--- src/hw/acx_pkg.sv ---
// Constants and carrier types for the alignment exit command handler.
// Assumes a 32-bit APB register port and a 16-bit raw converter feed.
package acx_pkg;
    // Register byte offsets
    localparam logic [7:0] OFS_WORD0 = 8'h00; // Command word, 10 words
    localparam logic [7:0] OFS_WORD9 = 8'h24; // Last command word
    localparam logic [7:0] OFS_MSTAT = 8'h28; // Module status word
    localparam logic [7:0] OFS_CH1ST = 8'h2C; // Channel one status
    localparam logic [7:0] OFS_CH2ST = 8'h30; // Channel two status
    localparam logic [7:0] OFS_POS1 = 8'h34; // Channel one position
    localparam logic [7:0] OFS_POS2 = 8'h38; // Channel two position
    localparam logic [7:0] OFS_VEL1 = 8'h3C; // Channel one velocity
    localparam logic [7:0] OFS_VEL2 = 8'h40; // Channel two velocity
    localparam logic [7:0] OFS_CTRL = 8'h44; // Alignment control
    localparam logic [7:0] OFS_NULLV = 8'h48; // Programmed null value
    localparam logic [7:0] OFS_NULLA = 8'h4C; // Reading at null point
    localparam logic [7:0] OFS_MINV = 8'h50; // Programmed minimum value
    localparam logic [7:0] OFS_MINA = 8'h54; // Reading at minimum point
    localparam logic [7:0] OFS_MAXV = 8'h58; // Saved maximum value
    localparam logic [7:0] OFS_MAXA = 8'h5C; // Saved maximum reading
    // Command codes
    localparam logic [15:0] CMD_SET_MAX = 16'h900A; // Set maximum
    localparam logic [15:0] CMD_SAVE = 16'h800E; // Save and exit
    localparam logic [15:0] CMD_ABORT = 16'h800F; // Exit without saving
    localparam logic [11:0] CMD_MEAS = 12'h880; // Enter measurement, /16
    // Bit positions
    localparam int XMIT_BIT = 15; // Transmit bit of word 0
    localparam int MS_INIT = 12; // Module initialised
    localparam int MS_MEAS = 8; // In measurement mode
    localparam int MS_ACK = 7; // Acknowledge
    localparam int CS_CAL = 14; // Channel calibrated
    localparam int CS_CFG = 13; // Channel configured
    localparam int CS_ALN = 12; // Channel aligned
    localparam int CS_FAIL = 11; // Channel failed alignment
    // Error codes
    localparam logic [3:0] ERR_NONE = 4'h0; // Accepted
    localparam logic [3:0] ERR_FMT = 4'h1; // Bad code or nonzero words
    localparam logic [3:0] ERR_RANGE = 4'h2; // Value out of range
    localparam logic [3:0] ERR_DIST = 4'h3; // Too close to another point
    localparam logic [3:0] ERR_SIDE = 4'h4; // Same side of null
    localparam logic [3:0] ERR_MODE = 4'h5; // Not allowed in this mode
    // Limits
    localparam logic [32:0] MAG_LIMIT = 33'h07FFFFFFF; // 2,147,483,647
    localparam logic [32:0] SPAN_LIMIT = 33'h00000FFFF; // 65,535
    localparam logic [32:0] MIN_DIST = 33'h000000064; // 100 counts
    localparam logic signed [15:0] ADC_MAX = 16'sh1FFF; // 8,191
    localparam logic [1:0] METH_TWO_PT = 2'h2; // Two-point linear method
    localparam logic [1:0] METH_TWO_SIDE = 2'h1; // Two-sided symmetric
    // Mode states, one-hot
    typedef enum logic [2:0] {
        MODE_INIT = 3'b001,
        MODE_ALIGN = 3'b010,
        MODE_MEAS = 3'b100
    } acx_mode_t;
    // One alignment point
    typedef struct packed {
        logic set; // Point programmed
        logic [31:0] val; // Sign-magnitude value
        logic [31:0] adc; // Sign-magnitude reading at point
    } acx_point_t;
endpackage : acx_pkg

--- src/hw/acx_handler.sv ---
// Alignment exit command handler: APB slave holding the ten command
// words, set-maximum checks, save and abort exits, mode selection.
// Assumes converter readings arrive on the module clock, already synced.
//
// Notes on behaviour
// [RQ1] Set-max is 900A, value in words 1-2
// [RQ2] Maximum within range and 65,535 of null
// [RQ3] Two-point method: within 65,535 of minimum
// [RQ4] Reading must differ 100 counts from points
// [RQ5] Raw reading saturates at 8,191 magnitude
// [RQ6] Acknowledge set, error code in bits 3-0
// [RQ7] Host clears transmit bit after each acknowledge
// [RQ8] Ignore commands until transmit clears; then unacknowledge
// [RQ9] Edits take effect only on exit
// [RQ10] Reset discards unsaved alignment edits
// [RQ11] 800E exits and saves to flash
// [RQ12] Save exit acknowledges, enters highest mode
// [RQ13] 800F exits, discarding pending edits
// [RQ14] Abort: alignment if none aligned, else measure
// [RQ15] Power-up measures if any channel ready; ctrl is still 0 in the init cycle, so power-up enters alignment
// [RQ16] Module status bits 12 and 8
// [RQ17] Channel status bits 14, 13, 12
// [RQ18] Any exit measures whenever either channel aligned
// [RQ19] Exit before all points marks channel failed
// [RQ20] Measurement mode reports position, velocity, status
// [RQ21] 880X enters measurement, low digit enables channels
// [RQ22] Alignment reports raw reading as sign-magnitude
// [RQ23] Non two-point: min and max straddle null
// [RQ24] Rejected set-max keeps earlier maximum
//
// The placing of the registers and register access over APB were chosen for this implementation.
`timescale 1ns/1ps
`default_nettype none
module acx_handler
    import acx_pkg::*;
(
    input wire logic MCLK_I, // 100 MHz clock
    input wire logic SYS_RST_I, // Async reset, active high
    input wire logic PSEL_I, // APB select
    input wire logic PENABLE_I, // APB enable
    input wire logic PWRITE_I, // APB direction
    input wire logic [7:0] PADDR_I, // APB byte address
    input wire logic [31:0] PWDATA_I, // APB write data
    output logic [31:0] PRDATA_O, // APB read data
    output logic PREADY_O, // APB ready
    output logic PSLVERR_O, // APB error, unmapped address
    input wire logic signed [15:0] ADC1_I, // Channel one raw reading
    input wire logic signed [15:0] ADC2_I, // Channel two raw reading
    input wire logic [1:0] ALIGNED_NV_I, // Aligned flags held in flash
    output logic FLASH_SAVE_O, // Pulse: write saved points to flash
    output logic [1:0] CHAN_EN_O // Channels enabled for measuring
);
    // Sign-magnitude to two's complement
    function automatic logic signed [32:0] sm2s(input logic [31:0] v);
        logic signed [32:0] m;
        m = $signed({2'b00, v[30:0]});
        sm2s = v[31] ? -m : m;
    endfunction : sm2s
    // Absolute difference of two values
    function automatic logic [32:0] adiff(input logic signed [32:0] a,
                                          input logic signed [32:0] b);
        logic signed [32:0] d;
        d = a - b;
        adiff = d[32] ? 33'(-d) : 33'(d);
    endfunction : adiff

    acx_mode_t mode; // Operating mode
    acx_mode_t next_mode; // Mode after a command
    logic [15:0] word [10]; // Command output block
    logic ack; // Acknowledge flag
    logic [3:0] err; // Error code of last command
    logic [8:0] ctrl; // Alignment control register
    acx_point_t null_pt; // Null point, pending edit
    acx_point_t min_pt; // Minimum point, pending edit
    acx_point_t max_pt; // Maximum point, pending edit
    acx_point_t max_saved; // Maximum point in effect
    logic [1:0] aligned; // Per-channel aligned flag
    logic [1:0] failed; // Per-channel failed alignment
    logic signed [15:0] sat [2]; // Saturated readings
    logic signed [15:0] prev [2]; // Readings one cycle earlier
    logic [31:0] pos [2]; // Reported positions
    logic [31:0] vel [2]; // Reported velocities
    logic [31:0] msw; // Module status word
    logic [31:0] csw [2]; // Channel status words
    logic xmit; // Transmit bit of word 0
    logic exec; // A command is taken this cycle
    logic rest_zero; // Words 3 to 9 are zero
    logic all_zero; // Words 1 to 9 are zero
    logic [3:0] next_err; // Error code being produced
    logic do_max; // Store maximum point
    logic do_save; // Save exit
    logic do_abort; // Abort exit
    logic do_meas; // Enter measurement
    logic sel; // Channel being aligned
    logic [1:0] meth; // Alignment method
    logic complete; // All points required are set
    logic [1:0] next_aligned; // Aligned flags after an exit
    logic signed [32:0] max_s; // Requested maximum, signed
    logic signed [32:0] adc_s; // Present reading, signed
    logic [31:0] adc_sm; // Registered reading from pos, sign-magnitude
    logic [1:0] ready; // Calibrated, configured and aligned
    logic wr; // APB write strobe
    logic rd_setup; // APB read setup phase
    logic mapped; // Address decodes to a register

    // Raw readings: clamp, keep previous, build reports
    for (genvar c = 0; c < 2; c++) begin : g_chan
        logic signed [15:0] raw; // Selected input
        logic [14:0] mag; // Magnitude of reading
        logic signed [16:0] dv; // Change since last cycle
        assign raw = (c == 0) ? ADC1_I : ADC2_I;
        // Clamp beyond the converter limit
        always_comb begin
            if (raw > ADC_MAX) begin
                sat[c] = ADC_MAX; // RQ5
            end else if (raw < -ADC_MAX) begin
                sat[c] = -ADC_MAX; // RQ5
            end else begin
                sat[c] = raw;
            end
        end
        assign mag = sat[c][15] ? 15'(-sat[c]) : 15'(sat[c]);
        assign dv = 17'(sat[c]) - 17'(prev[c]);
        // Previous reading for velocity
        always_ff @(posedge MCLK_I or posedge SYS_RST_I) begin
            if (SYS_RST_I) begin
                prev[c] <= '0;
            end else begin
                prev[c] <= sat[c];
            end
        end
        // Position and velocity in sign-magnitude form
        always_ff @(posedge MCLK_I or posedge SYS_RST_I) begin
            if (SYS_RST_I) begin
                pos[c] <= '0;
                vel[c] <= '0;
            end else if (mode == MODE_ALIGN || CHAN_EN_O[c]) begin
                pos[c] <= {sat[c][15], 16'h0000, mag}; // RQ22 RQ20
                vel[c] <= {dv[16], 15'h0000,
                           dv[16] ? 16'(-dv) : 16'(dv)}; // RQ20
            end
        end
        assign ready[c] = ctrl[5 + c] & ctrl[7 + c] & aligned[c]; // RQ17
        assign csw[c] = {17'h00000, ctrl[5 + c], ctrl[7 + c], aligned[c],
                         failed[c], 11'h000}; // RQ17
    end

    assign xmit = word[0][XMIT_BIT];
    assign sel = ctrl[0];
    assign meth = ctrl[2:1];
    assign exec = xmit && !ack && mode != MODE_INIT; // RQ8
    assign max_s = sm2s({word[1], word[2]});
    assign adc_s = 33'(sat[sel]);
    assign adc_sm = pos[sel];
    assign msw = {19'h00000, mode != MODE_INIT, 3'h0, mode == MODE_MEAS,
                  ack, 3'h0, err}; // RQ16 RQ6

    // Zero checks on unused words
    always_comb begin
        rest_zero = 1'b1;
        for (int i = 3; i < 10; i++) begin
            rest_zero = rest_zero & (word[i] == 16'h0000);
        end
        all_zero = rest_zero && word[1] == 16'h0000 && word[2] == 16'h0000;
    end

    // Points required by the chosen method
    always_comb begin
        if (meth == METH_TWO_PT || meth == METH_TWO_SIDE) begin
            complete = min_pt.set && max_pt.set;
        end else begin
            complete = null_pt.set && (min_pt.set || max_pt.set);
        end
    end

    // Command decode and checks
    always_comb begin
        next_err = ERR_NONE;
        do_max = 1'b0;
        do_save = 1'b0;
        do_abort = 1'b0;
        do_meas = 1'b0;
        if (word[0] == CMD_SET_MAX && rest_zero) begin // RQ1
            if (mode != MODE_ALIGN) begin
                next_err = ERR_MODE;
            end else if (adiff(max_s, 33'sh0) > MAG_LIMIT) begin
                next_err = ERR_RANGE; // RQ2
            end else if (null_pt.set &&
                         adiff(max_s, sm2s(null_pt.val)) > SPAN_LIMIT) begin
                next_err = ERR_RANGE; // RQ2
            end else if (meth == METH_TWO_PT && min_pt.set &&
                         adiff(max_s, sm2s(min_pt.val)) > SPAN_LIMIT) begin
                next_err = ERR_RANGE; // RQ3
            end else if ((null_pt.set &&
                          adiff(adc_s, sm2s(null_pt.adc)) < MIN_DIST) ||
                         (min_pt.set &&
                          adiff(adc_s, sm2s(min_pt.adc)) < MIN_DIST)) begin
                next_err = ERR_DIST; // RQ4
            end else if (meth != METH_TWO_PT && null_pt.set && min_pt.set &&
                         ((max_s > sm2s(null_pt.val)) ==
                          (sm2s(min_pt.val) > sm2s(null_pt.val)))) begin
                next_err = ERR_SIDE; // RQ23
            end else begin
                do_max = 1'b1;
            end
        end else if ((word[0] == CMD_SAVE || word[0] == CMD_ABORT) &&
                     all_zero) begin
            if (mode != MODE_ALIGN) begin
                next_err = ERR_MODE;
            end else begin
                do_save = word[0] == CMD_SAVE; // RQ11
                do_abort = word[0] == CMD_ABORT; // RQ13
            end
        end else if (word[0][15:4] == CMD_MEAS && word[0][3:2] == 2'h0 &&
                     all_zero) begin
            if (ready == 2'b00) begin
                next_err = ERR_MODE;
            end else begin
                do_meas = 1'b1; // RQ21
            end
        end else begin
            next_err = ERR_FMT;
        end
    end

    // Aligned flags and mode after an exit
    always_comb begin
        next_aligned = aligned;
        if (do_save) begin
            next_aligned[sel] = complete;
        end
        next_mode = mode;
        if (do_save || do_abort) begin
            next_mode = (next_aligned != 2'b00) ? MODE_MEAS
                                               : MODE_ALIGN; // RQ12 RQ14 RQ18
        end else if (do_meas) begin
            next_mode = MODE_MEAS; // RQ21
        end
    end

    // Acknowledge and error code
    always_ff @(posedge MCLK_I or posedge SYS_RST_I) begin
        if (SYS_RST_I) begin
            ack <= 1'b0;
            err <= ERR_NONE;
        end else if (exec) begin
            ack <= 1'b1; // RQ6
            err <= next_err; // RQ6
        end else if (!xmit) begin
            ack <= 1'b0; // RQ8 RQ7
        end
    end

    // Mode, aligned flags, flash capture after reset release
    always_ff @(posedge MCLK_I or posedge SYS_RST_I) begin
        if (SYS_RST_I) begin
            mode <= MODE_INIT;
            aligned <= 2'b00;
            failed <= 2'b00;
            CHAN_EN_O <= 2'b00;
            FLASH_SAVE_O <= 1'b0;
        end else begin
            FLASH_SAVE_O <= exec && do_save; // RQ11
            case (mode)
                MODE_INIT: begin
                    aligned <= ALIGNED_NV_I;
                    mode <= ((ALIGNED_NV_I & ctrl[6:5] & ctrl[8:7]) != 2'b00)
                            ? MODE_MEAS : MODE_ALIGN; // RQ15
                end
                MODE_ALIGN, MODE_MEAS: begin
                    if (exec) begin
                        mode <= next_mode;
                        aligned <= next_aligned;
                        if (do_save || do_abort) begin
                            failed[sel] <= !complete; // RQ19
                        end
                        if (do_meas) begin
                            CHAN_EN_O <= word[0][1:0]; // RQ21
                        end
                    end
                end
                default: begin
                    mode <= MODE_INIT;
                end
            endcase
        end
    end

    // Pending and saved maximum point
    always_ff @(posedge MCLK_I or posedge SYS_RST_I) begin
        if (SYS_RST_I) begin
            max_pt <= '0; // RQ10
            max_saved <= '0;
        end else if (exec && do_max) begin
            max_pt <= {1'b1, word[1], word[2], adc_sm}; // RQ24
        end else if (exec && do_save) begin
            max_saved <= max_pt; // RQ9
            max_pt <= '0;
        end else if (exec && do_abort) begin
            max_pt <= '0; // RQ13
        end
    end

    // APB decode; zero wait states
    assign wr = PSEL_I && PENABLE_I && PWRITE_I;
    assign rd_setup = PSEL_I && !PENABLE_I && !PWRITE_I;
    assign mapped = PADDR_I[1:0] == 2'b00 && PADDR_I <= OFS_MAXA;
    assign PREADY_O = 1'b1;
    assign PSLVERR_O = PSEL_I && PENABLE_I && !mapped;

    // Command words, control and other points
    always_ff @(posedge MCLK_I or posedge SYS_RST_I) begin
        if (SYS_RST_I) begin
            for (int i = 0; i < 10; i++) begin
                word[i] <= 16'h0000;
            end
            ctrl <= '0;
            null_pt <= '0; // RQ10
            min_pt <= '0; // RQ10
        end else begin
            if (wr && mapped && PADDR_I <= OFS_WORD9) begin
                word[PADDR_I[5:2]] <= PWDATA_I[15:0];
            end
            if (wr && PADDR_I == OFS_CTRL) begin
                ctrl <= PWDATA_I[8:0];
            end
            if (exec && do_abort) begin
                null_pt.set <= 1'b0; // RQ13
                min_pt.set <= 1'b0; // RQ13
            end else begin
                if (wr && PADDR_I == OFS_NULLV) begin
                    null_pt <= {1'b1, PWDATA_I, null_pt.adc};
                end
                if (wr && PADDR_I == OFS_NULLA) begin
                    null_pt.adc <= PWDATA_I;
                end
                if (wr && PADDR_I == OFS_MINV) begin
                    min_pt <= {1'b1, PWDATA_I, min_pt.adc};
                end
                if (wr && PADDR_I == OFS_MINA) begin
                    min_pt.adc <= PWDATA_I;
                end
            end
        end
    end

    // Read data captured in the setup phase
    always_ff @(posedge MCLK_I or posedge SYS_RST_I) begin
        if (SYS_RST_I) begin
            PRDATA_O <= '0;
        end else if (rd_setup) begin
            case (PADDR_I)
                OFS_MSTAT: PRDATA_O <= msw; // RQ16
                OFS_CH1ST: PRDATA_O <= csw[0];
                OFS_CH2ST: PRDATA_O <= csw[1];
                OFS_POS1: PRDATA_O <= pos[0];
                OFS_POS2: PRDATA_O <= pos[1];
                OFS_VEL1: PRDATA_O <= vel[0];
                OFS_VEL2: PRDATA_O <= vel[1];
                OFS_CTRL: PRDATA_O <= {23'h000000, ctrl};
                OFS_NULLV: PRDATA_O <= null_pt.val;
                OFS_NULLA: PRDATA_O <= null_pt.adc;
                OFS_MINV: PRDATA_O <= min_pt.val;
                OFS_MINA: PRDATA_O <= min_pt.adc;
                OFS_MAXV: PRDATA_O <= max_saved.val;
                OFS_MAXA: PRDATA_O <= max_saved.adc;
                default: begin
                    PRDATA_O <= (mapped && PADDR_I <= OFS_WORD9)
                                ? {16'h0000, word[PADDR_I[5:2]]} : '0;
                end
            endcase
        end
    end

    // Checks
    a_ack_release: assert property (@(posedge MCLK_I) disable iff (SYS_RST_I)
        ack && !xmit |=> !ack) else $error("ack stayed after xmit clear"); // RQ8
    a_ack_hold: assert property (@(posedge MCLK_I) disable iff (SYS_RST_I)
        ack && xmit |=> ack && $stable(err))
        else $error("command taken while ack set"); // RQ8
    a_ack_answer: assert property (@(posedge MCLK_I) disable iff (SYS_RST_I)
        exec |=> ack && err == $past(next_err))
        else $error("no acknowledge"); // RQ6
    a_reading_clamp: assert property (@(posedge MCLK_I)
        disable iff (SYS_RST_I)
        sat[0] <= ADC_MAX && sat[0] >= -ADC_MAX)
        else $error("reading not clamped"); // RQ5
    a_max_kept: assert property (@(posedge MCLK_I) disable iff (SYS_RST_I)
        exec && word[0] == CMD_SET_MAX && next_err != ERR_NONE
        |=> $stable(max_pt)) else $error("rejected max stored"); // RQ24
    a_saved_stable: assert property (@(posedge MCLK_I)
        disable iff (SYS_RST_I)
        !(exec && do_save) |=> $stable(max_saved))
        else $error("edit applied without exit"); // RQ9
    a_exit_mode: assert property (@(posedge MCLK_I) disable iff (SYS_RST_I)
        exec && (do_save || do_abort) |=>
        (mode == MODE_MEAS) == (aligned != 2'b00))
        else $error("wrong mode after exit"); // RQ18
    a_fail_mark: assert property (@(posedge MCLK_I) disable iff (SYS_RST_I)
        exec && do_abort && !complete |=> failed[$past(sel)])
        else $error("incomplete exit not failed"); // RQ19
    a_meas_flag: assert property (@(posedge MCLK_I) disable iff (SYS_RST_I)
        msw[MS_MEAS] == (mode == MODE_MEAS) && msw[MS_ACK] == ack)
        else $error("status word wrong"); // RQ16
endmodule : acx_handler
`default_nettype wire

--- config.mk ---
export PLATFORM = sky130hd
export DESIGN_NAME = acx_handler
export DESIGN_NICKNAME = d
export VERILOG_FILES = /design/src/hw/acx_pkg.sv /design/src/hw/acx_handler.sv
export SDC_FILE = /design/constraint.sdc
export NUM_CORES = 2
export LEC_CHECK = 0
export BUFFER_PORTS_ARGS = -buffer_cell sky130_fd_sc_hd__clkbuf_2
export CAP_MARGIN = 20
export CELL_PAD_IN_SITES_DETAIL_PLACEMENT = 0
export CELL_PAD_IN_SITES_GLOBAL_PLACEMENT = 1
export CORE_ASPECT_RATIO = 1.2
export CORE_MARGIN = 2
export CORE_UTILIZATION = 54
export DETAILED_ROUTE_END_ITERATION = 12
export HOLD_SLACK_MARGIN = 0.03
export PLACE_DENSITY = 0.91
export SLEW_MARGIN = 25
export SYNTH_ARGS = -nofsm -noshare
export SYNTH_HDL_FRONTEND = slang
export SYNTH_SLANG_ARGS = --single-unit
export TNS_END_PERCENT = 20
--- constraint.sdc ---
create_clock -name MCLK_I -period 31.2 [get_ports MCLK_I]
set_clock_uncertainty 0.05 [all_clocks]
set_input_delay 0 -clock MCLK_I [delete_from_list [all_inputs] [get_ports MCLK_I]]
set_output_delay 0 -clock MCLK_I [all_outputs]
set_load 0.01 [all_outputs]
==> flow_metrics.py <==
metrics = {
    "power": {
        "power_leakage_nw": 20.83,
        "cellPowerDensity_nw_per_um2": 45.21,
        "irDropWorstVdd_mv": 0.06284,
    },
    "clock_network": {
        "clk_latency_ns": 0.68,
        "cts_buffers": 56,
        "post-cts-setup-buffers": 0,
        "cts_buffer_depth": 3,
        "cts.sinks": 540,
        "postCtsResizedCells": 0,
        "cts_tree": "done",
        "htreeDepth": 2,
        "cts-root-buf": "clkbuf_16",
        "clkTransAtPathRegs_ns": 0.07,
        "cts-hold-fix-buffers": 77,
    },
    "timing": {
        "fmax_mhz": 114.0,
        "layout_min_cycle_time_ns": 8.775,
        "maxSlewHeadroom": 0.2741,
        "finalSetupViolations": 0,
        "rsz0062_at_grt": "no",
        "hold_viol": 4,
        "period_share": 0.2812,
        "drv_slew": 0,
        "worstMarginPinSlew_ns": 1.079,
        "setup_tns_ns": 0,
        "holdWs_ns": -0.003396,
    },
    "routing": {
        "drt_pass1_iterations": 6,
        "routed_wl_microns": 145600,
        "viasPerCell": 6.595,
        "drtIter0Drc": 3946,
        "dr_total_vias": 38340,
        "antenna_left": 0,
        "drc": 0,
        "routedWlPerCell_microns": 25.06,
    },
    "synth": {
        "syn_inst": 4679,
        "synthArstFlopShare": 1.000,
        "ys_types": 105,
        "synth_top_area_share": 0.3251,
        "yosysMostFrequentCell": "dfrtp_1",
        "synth-edff-count": 0,
        "syn_area_sq_um": 41490,
        "ys_warn_count": 0,
        "syn_nets": 4945,
        "ys_top_cells_by_count": "539 x dfrtp_1, 498 x nand2_1, 323 x nor2_1, 294 x mux2_2, 266 x a21oi_1",
        "yosysSeqAreaShare": 0.3257,
        "avgSynthCellArea_sq_um": 8.868,
        "ys.flop_type": "dfrtp_1",
        "ys_ff_latch": 540,
        "synthTopCellsByArea": "dfrtp_1 33%, mux2_2 8.0%, ha_1 5.6%, xnor2_1 4.7%, nand2_1 4.5%",
        "yosys.area.top_type": "dfrtp_1",
    },
    "status": {
        "violations": "hold timing",
        "status": "finished with violations",
    },
    "setup_path": {
        "cp.required_ns": 31.67,
        "worst-path-max-fanout": 49,
        "cp-end-kind": "flip-flop",
        "start_kind": "flip-flop",
        "arrival_ns": 9.25,
        "critical_path_class": "flip-flop to flip-flop",
        "ff2ff_setup_slack_ns": 22.43,
    },
    "floorplan": {
        "dieHeight_microns": 307.7,
        "pin_count": 116,
        "std_cell_rows": 111,
        "start_util": 0.5442,
        "die_w_microns": 257.0,
        "core-area_sq_um": 76250,
        "die-area_sq_um": 79080,
    },
    "finish": {
        "final_cell_count_no_fill": 5813,
        "syn_to_final_growth_pct": 10.44,
        "nNetsFinal": 5013,
        "fillers": 6608,
        "fin_area_sq_um": 45830,
        "post-route-util": 0.6010,
        "drive_above_1_share": 0.1429,
    },
    "grt": {
        "grt_max_degree": 189,
        "antenna_found_initial": 3,
        "grt_pass1_vias": 36930,
        "grt_first_pass_wirelength_microns": 222200,
        "track_usage": 0.3608,
        "overflow": 0,
    },
    "placed_design": {
        "port_buffers": 114,
        "place_area_sq_um": 42890,
        "gp_congestion": 1.005,
        "dp_cells": 5627,
        "post-dp-hpwl_microns": 109400,
    },
    "job": {
        "cap_viol_max_count": 0,
    },
    "hold_path": {
        "worst_hold_path_type": "input pin to asynchronous set/reset pin",
    },
}
## worst max-delay path, stage by stage (launching register included)
cell	delay, ns
dfrtp_1	0.48
or4_1	0.67
or4_1	0.61
nor3_1	0.68
nor2_1	0.12
xnor2_1	0.26
ha_1	0.34
a21o_1	0.22
a21o_1	0.18
a221o_1	0.37
a41oi_1	0.22
xnor2_1	0.17
or4_1	0.57
nor4_1	0.77
or4b_2	0.70
o31ai_1	0.25
nand4_1	0.10
nor3_1	0.37
o22ai_1	0.25
nor3_4	0.19
buf_4	0.73
mux2i_1	0.28
## flip-flops by register name, indices dropped and copies added (netlist names), 32 cells and up
register,cells
max_saved,48
word,160
pos,32
max_pt,49
null_pt,65
prev,32
vel,34
PRDATA_O,32
min_pt,65
## layout make-up
| class | instances | area [sq um] | area share |
|---|---|---|---|
| Multi-Input combinational cell | 3719 | 26450 | 0.5772 |
| Sequential cell | 540 | 13520 | 0.2950 |
| Timing Repair Buffer | 240 | 1765 | 0.03852 |
| Clock buffer | 71 | 1538 | 0.03356 |
| Tap cell | 1017 | 1272 | 0.02777 |
| Inverter | 190 | 720.7 | 0.01573 |
| Clock inverter | 34 | 555.5 | 0.01212 |
| Antenna cell | 2 | 5.005 | 0.0001092 |
## final timing paths
path | startpoint | end | cells after the start
setup / recovery | word[115]$_DFFE_PP0P_ | max_pt[38]$_DFFE_PP0P_ | 21
hold / removal | SYS_RST_I | PRDATA_O[10]$_DFFE_PP0P_ | 3
setup reg to reg | word[115]$_DFFE_PP0P_ | max_pt[38]$_DFFE_PP0P_ | 21
hold reg to reg | max_pt[38]$_DFFE_PP0P_ | max_saved[38]$_DFFE_PP0P_ | 2
max in group asynchronous | SYS_RST_I | PRDATA_O[29]$_DFFE_PP0P_ | 5
min in group MCLK_I | ADC1_I[4] | pos[39]$_DFFE_PP0P_ | 6
## where the power goes
group / total [mW] / leakage [nW] / switching, mW / internal (mW)
Combinational: 0.515 / 12.9 / 0.319 / 0.196
Sequential: 0.794 / 6.92 / 0.0517 / 0.742
Clock: 0.763 / 1.01 / 0.311 / 0.452
## kinds of logic after synthesis
logic type	count (synthesis)	share of synthesized area
adders and majority gates	195	0.05871
and+or+nand+nor	1503	0.1789
DFF	540	0.3257
muxes	441	0.1246
AOI/OAI and AO/OA	1233	0.2001
other	1	0.00009038
buffers and inverters	420	0.03887
xor gates and xnor gates	346	0.07303
## per-layer routing
layer  vias up  GRT usage  wire length (microns)
li1      17470          -                      -
met1     18660     0.4703                  58950
met2      1769     0.5770                  66540
met3       438    0.05802                  11130
met4         4     0.1927                   9001
met5         -          0                     29
## placed cells by master, fill, tap and decap left out, drive strengths merged, types with 56 or more instances in the layout
master	instances
xor2	124
mux2	294
clkbuf	184
o31ai	56
dfrtp	539
nand4	72
nor3	97
nand3	85
dlygate4sd3	77
nand2	498
a21o	95
a22oi	80
mux2i	116
nor4	65
a21oi	267
nor2	323
ha	185
inv	191
or3	59
xnor2	222
a31oi	67
o21ai	253
## per-stage QoR
step | setup WS, ns | total power [mW]
after floorplan | 16.06 | 1.138
after global placement | 22.65 | 1.292
after detailed placement | 22.54 | 1.296
after CTS | 22.44 | 2.059
after global routing | 21.89 | 2.151
final | 22.43 | 2.072
No activity file was read; power rests on OpenSTA's default activity.
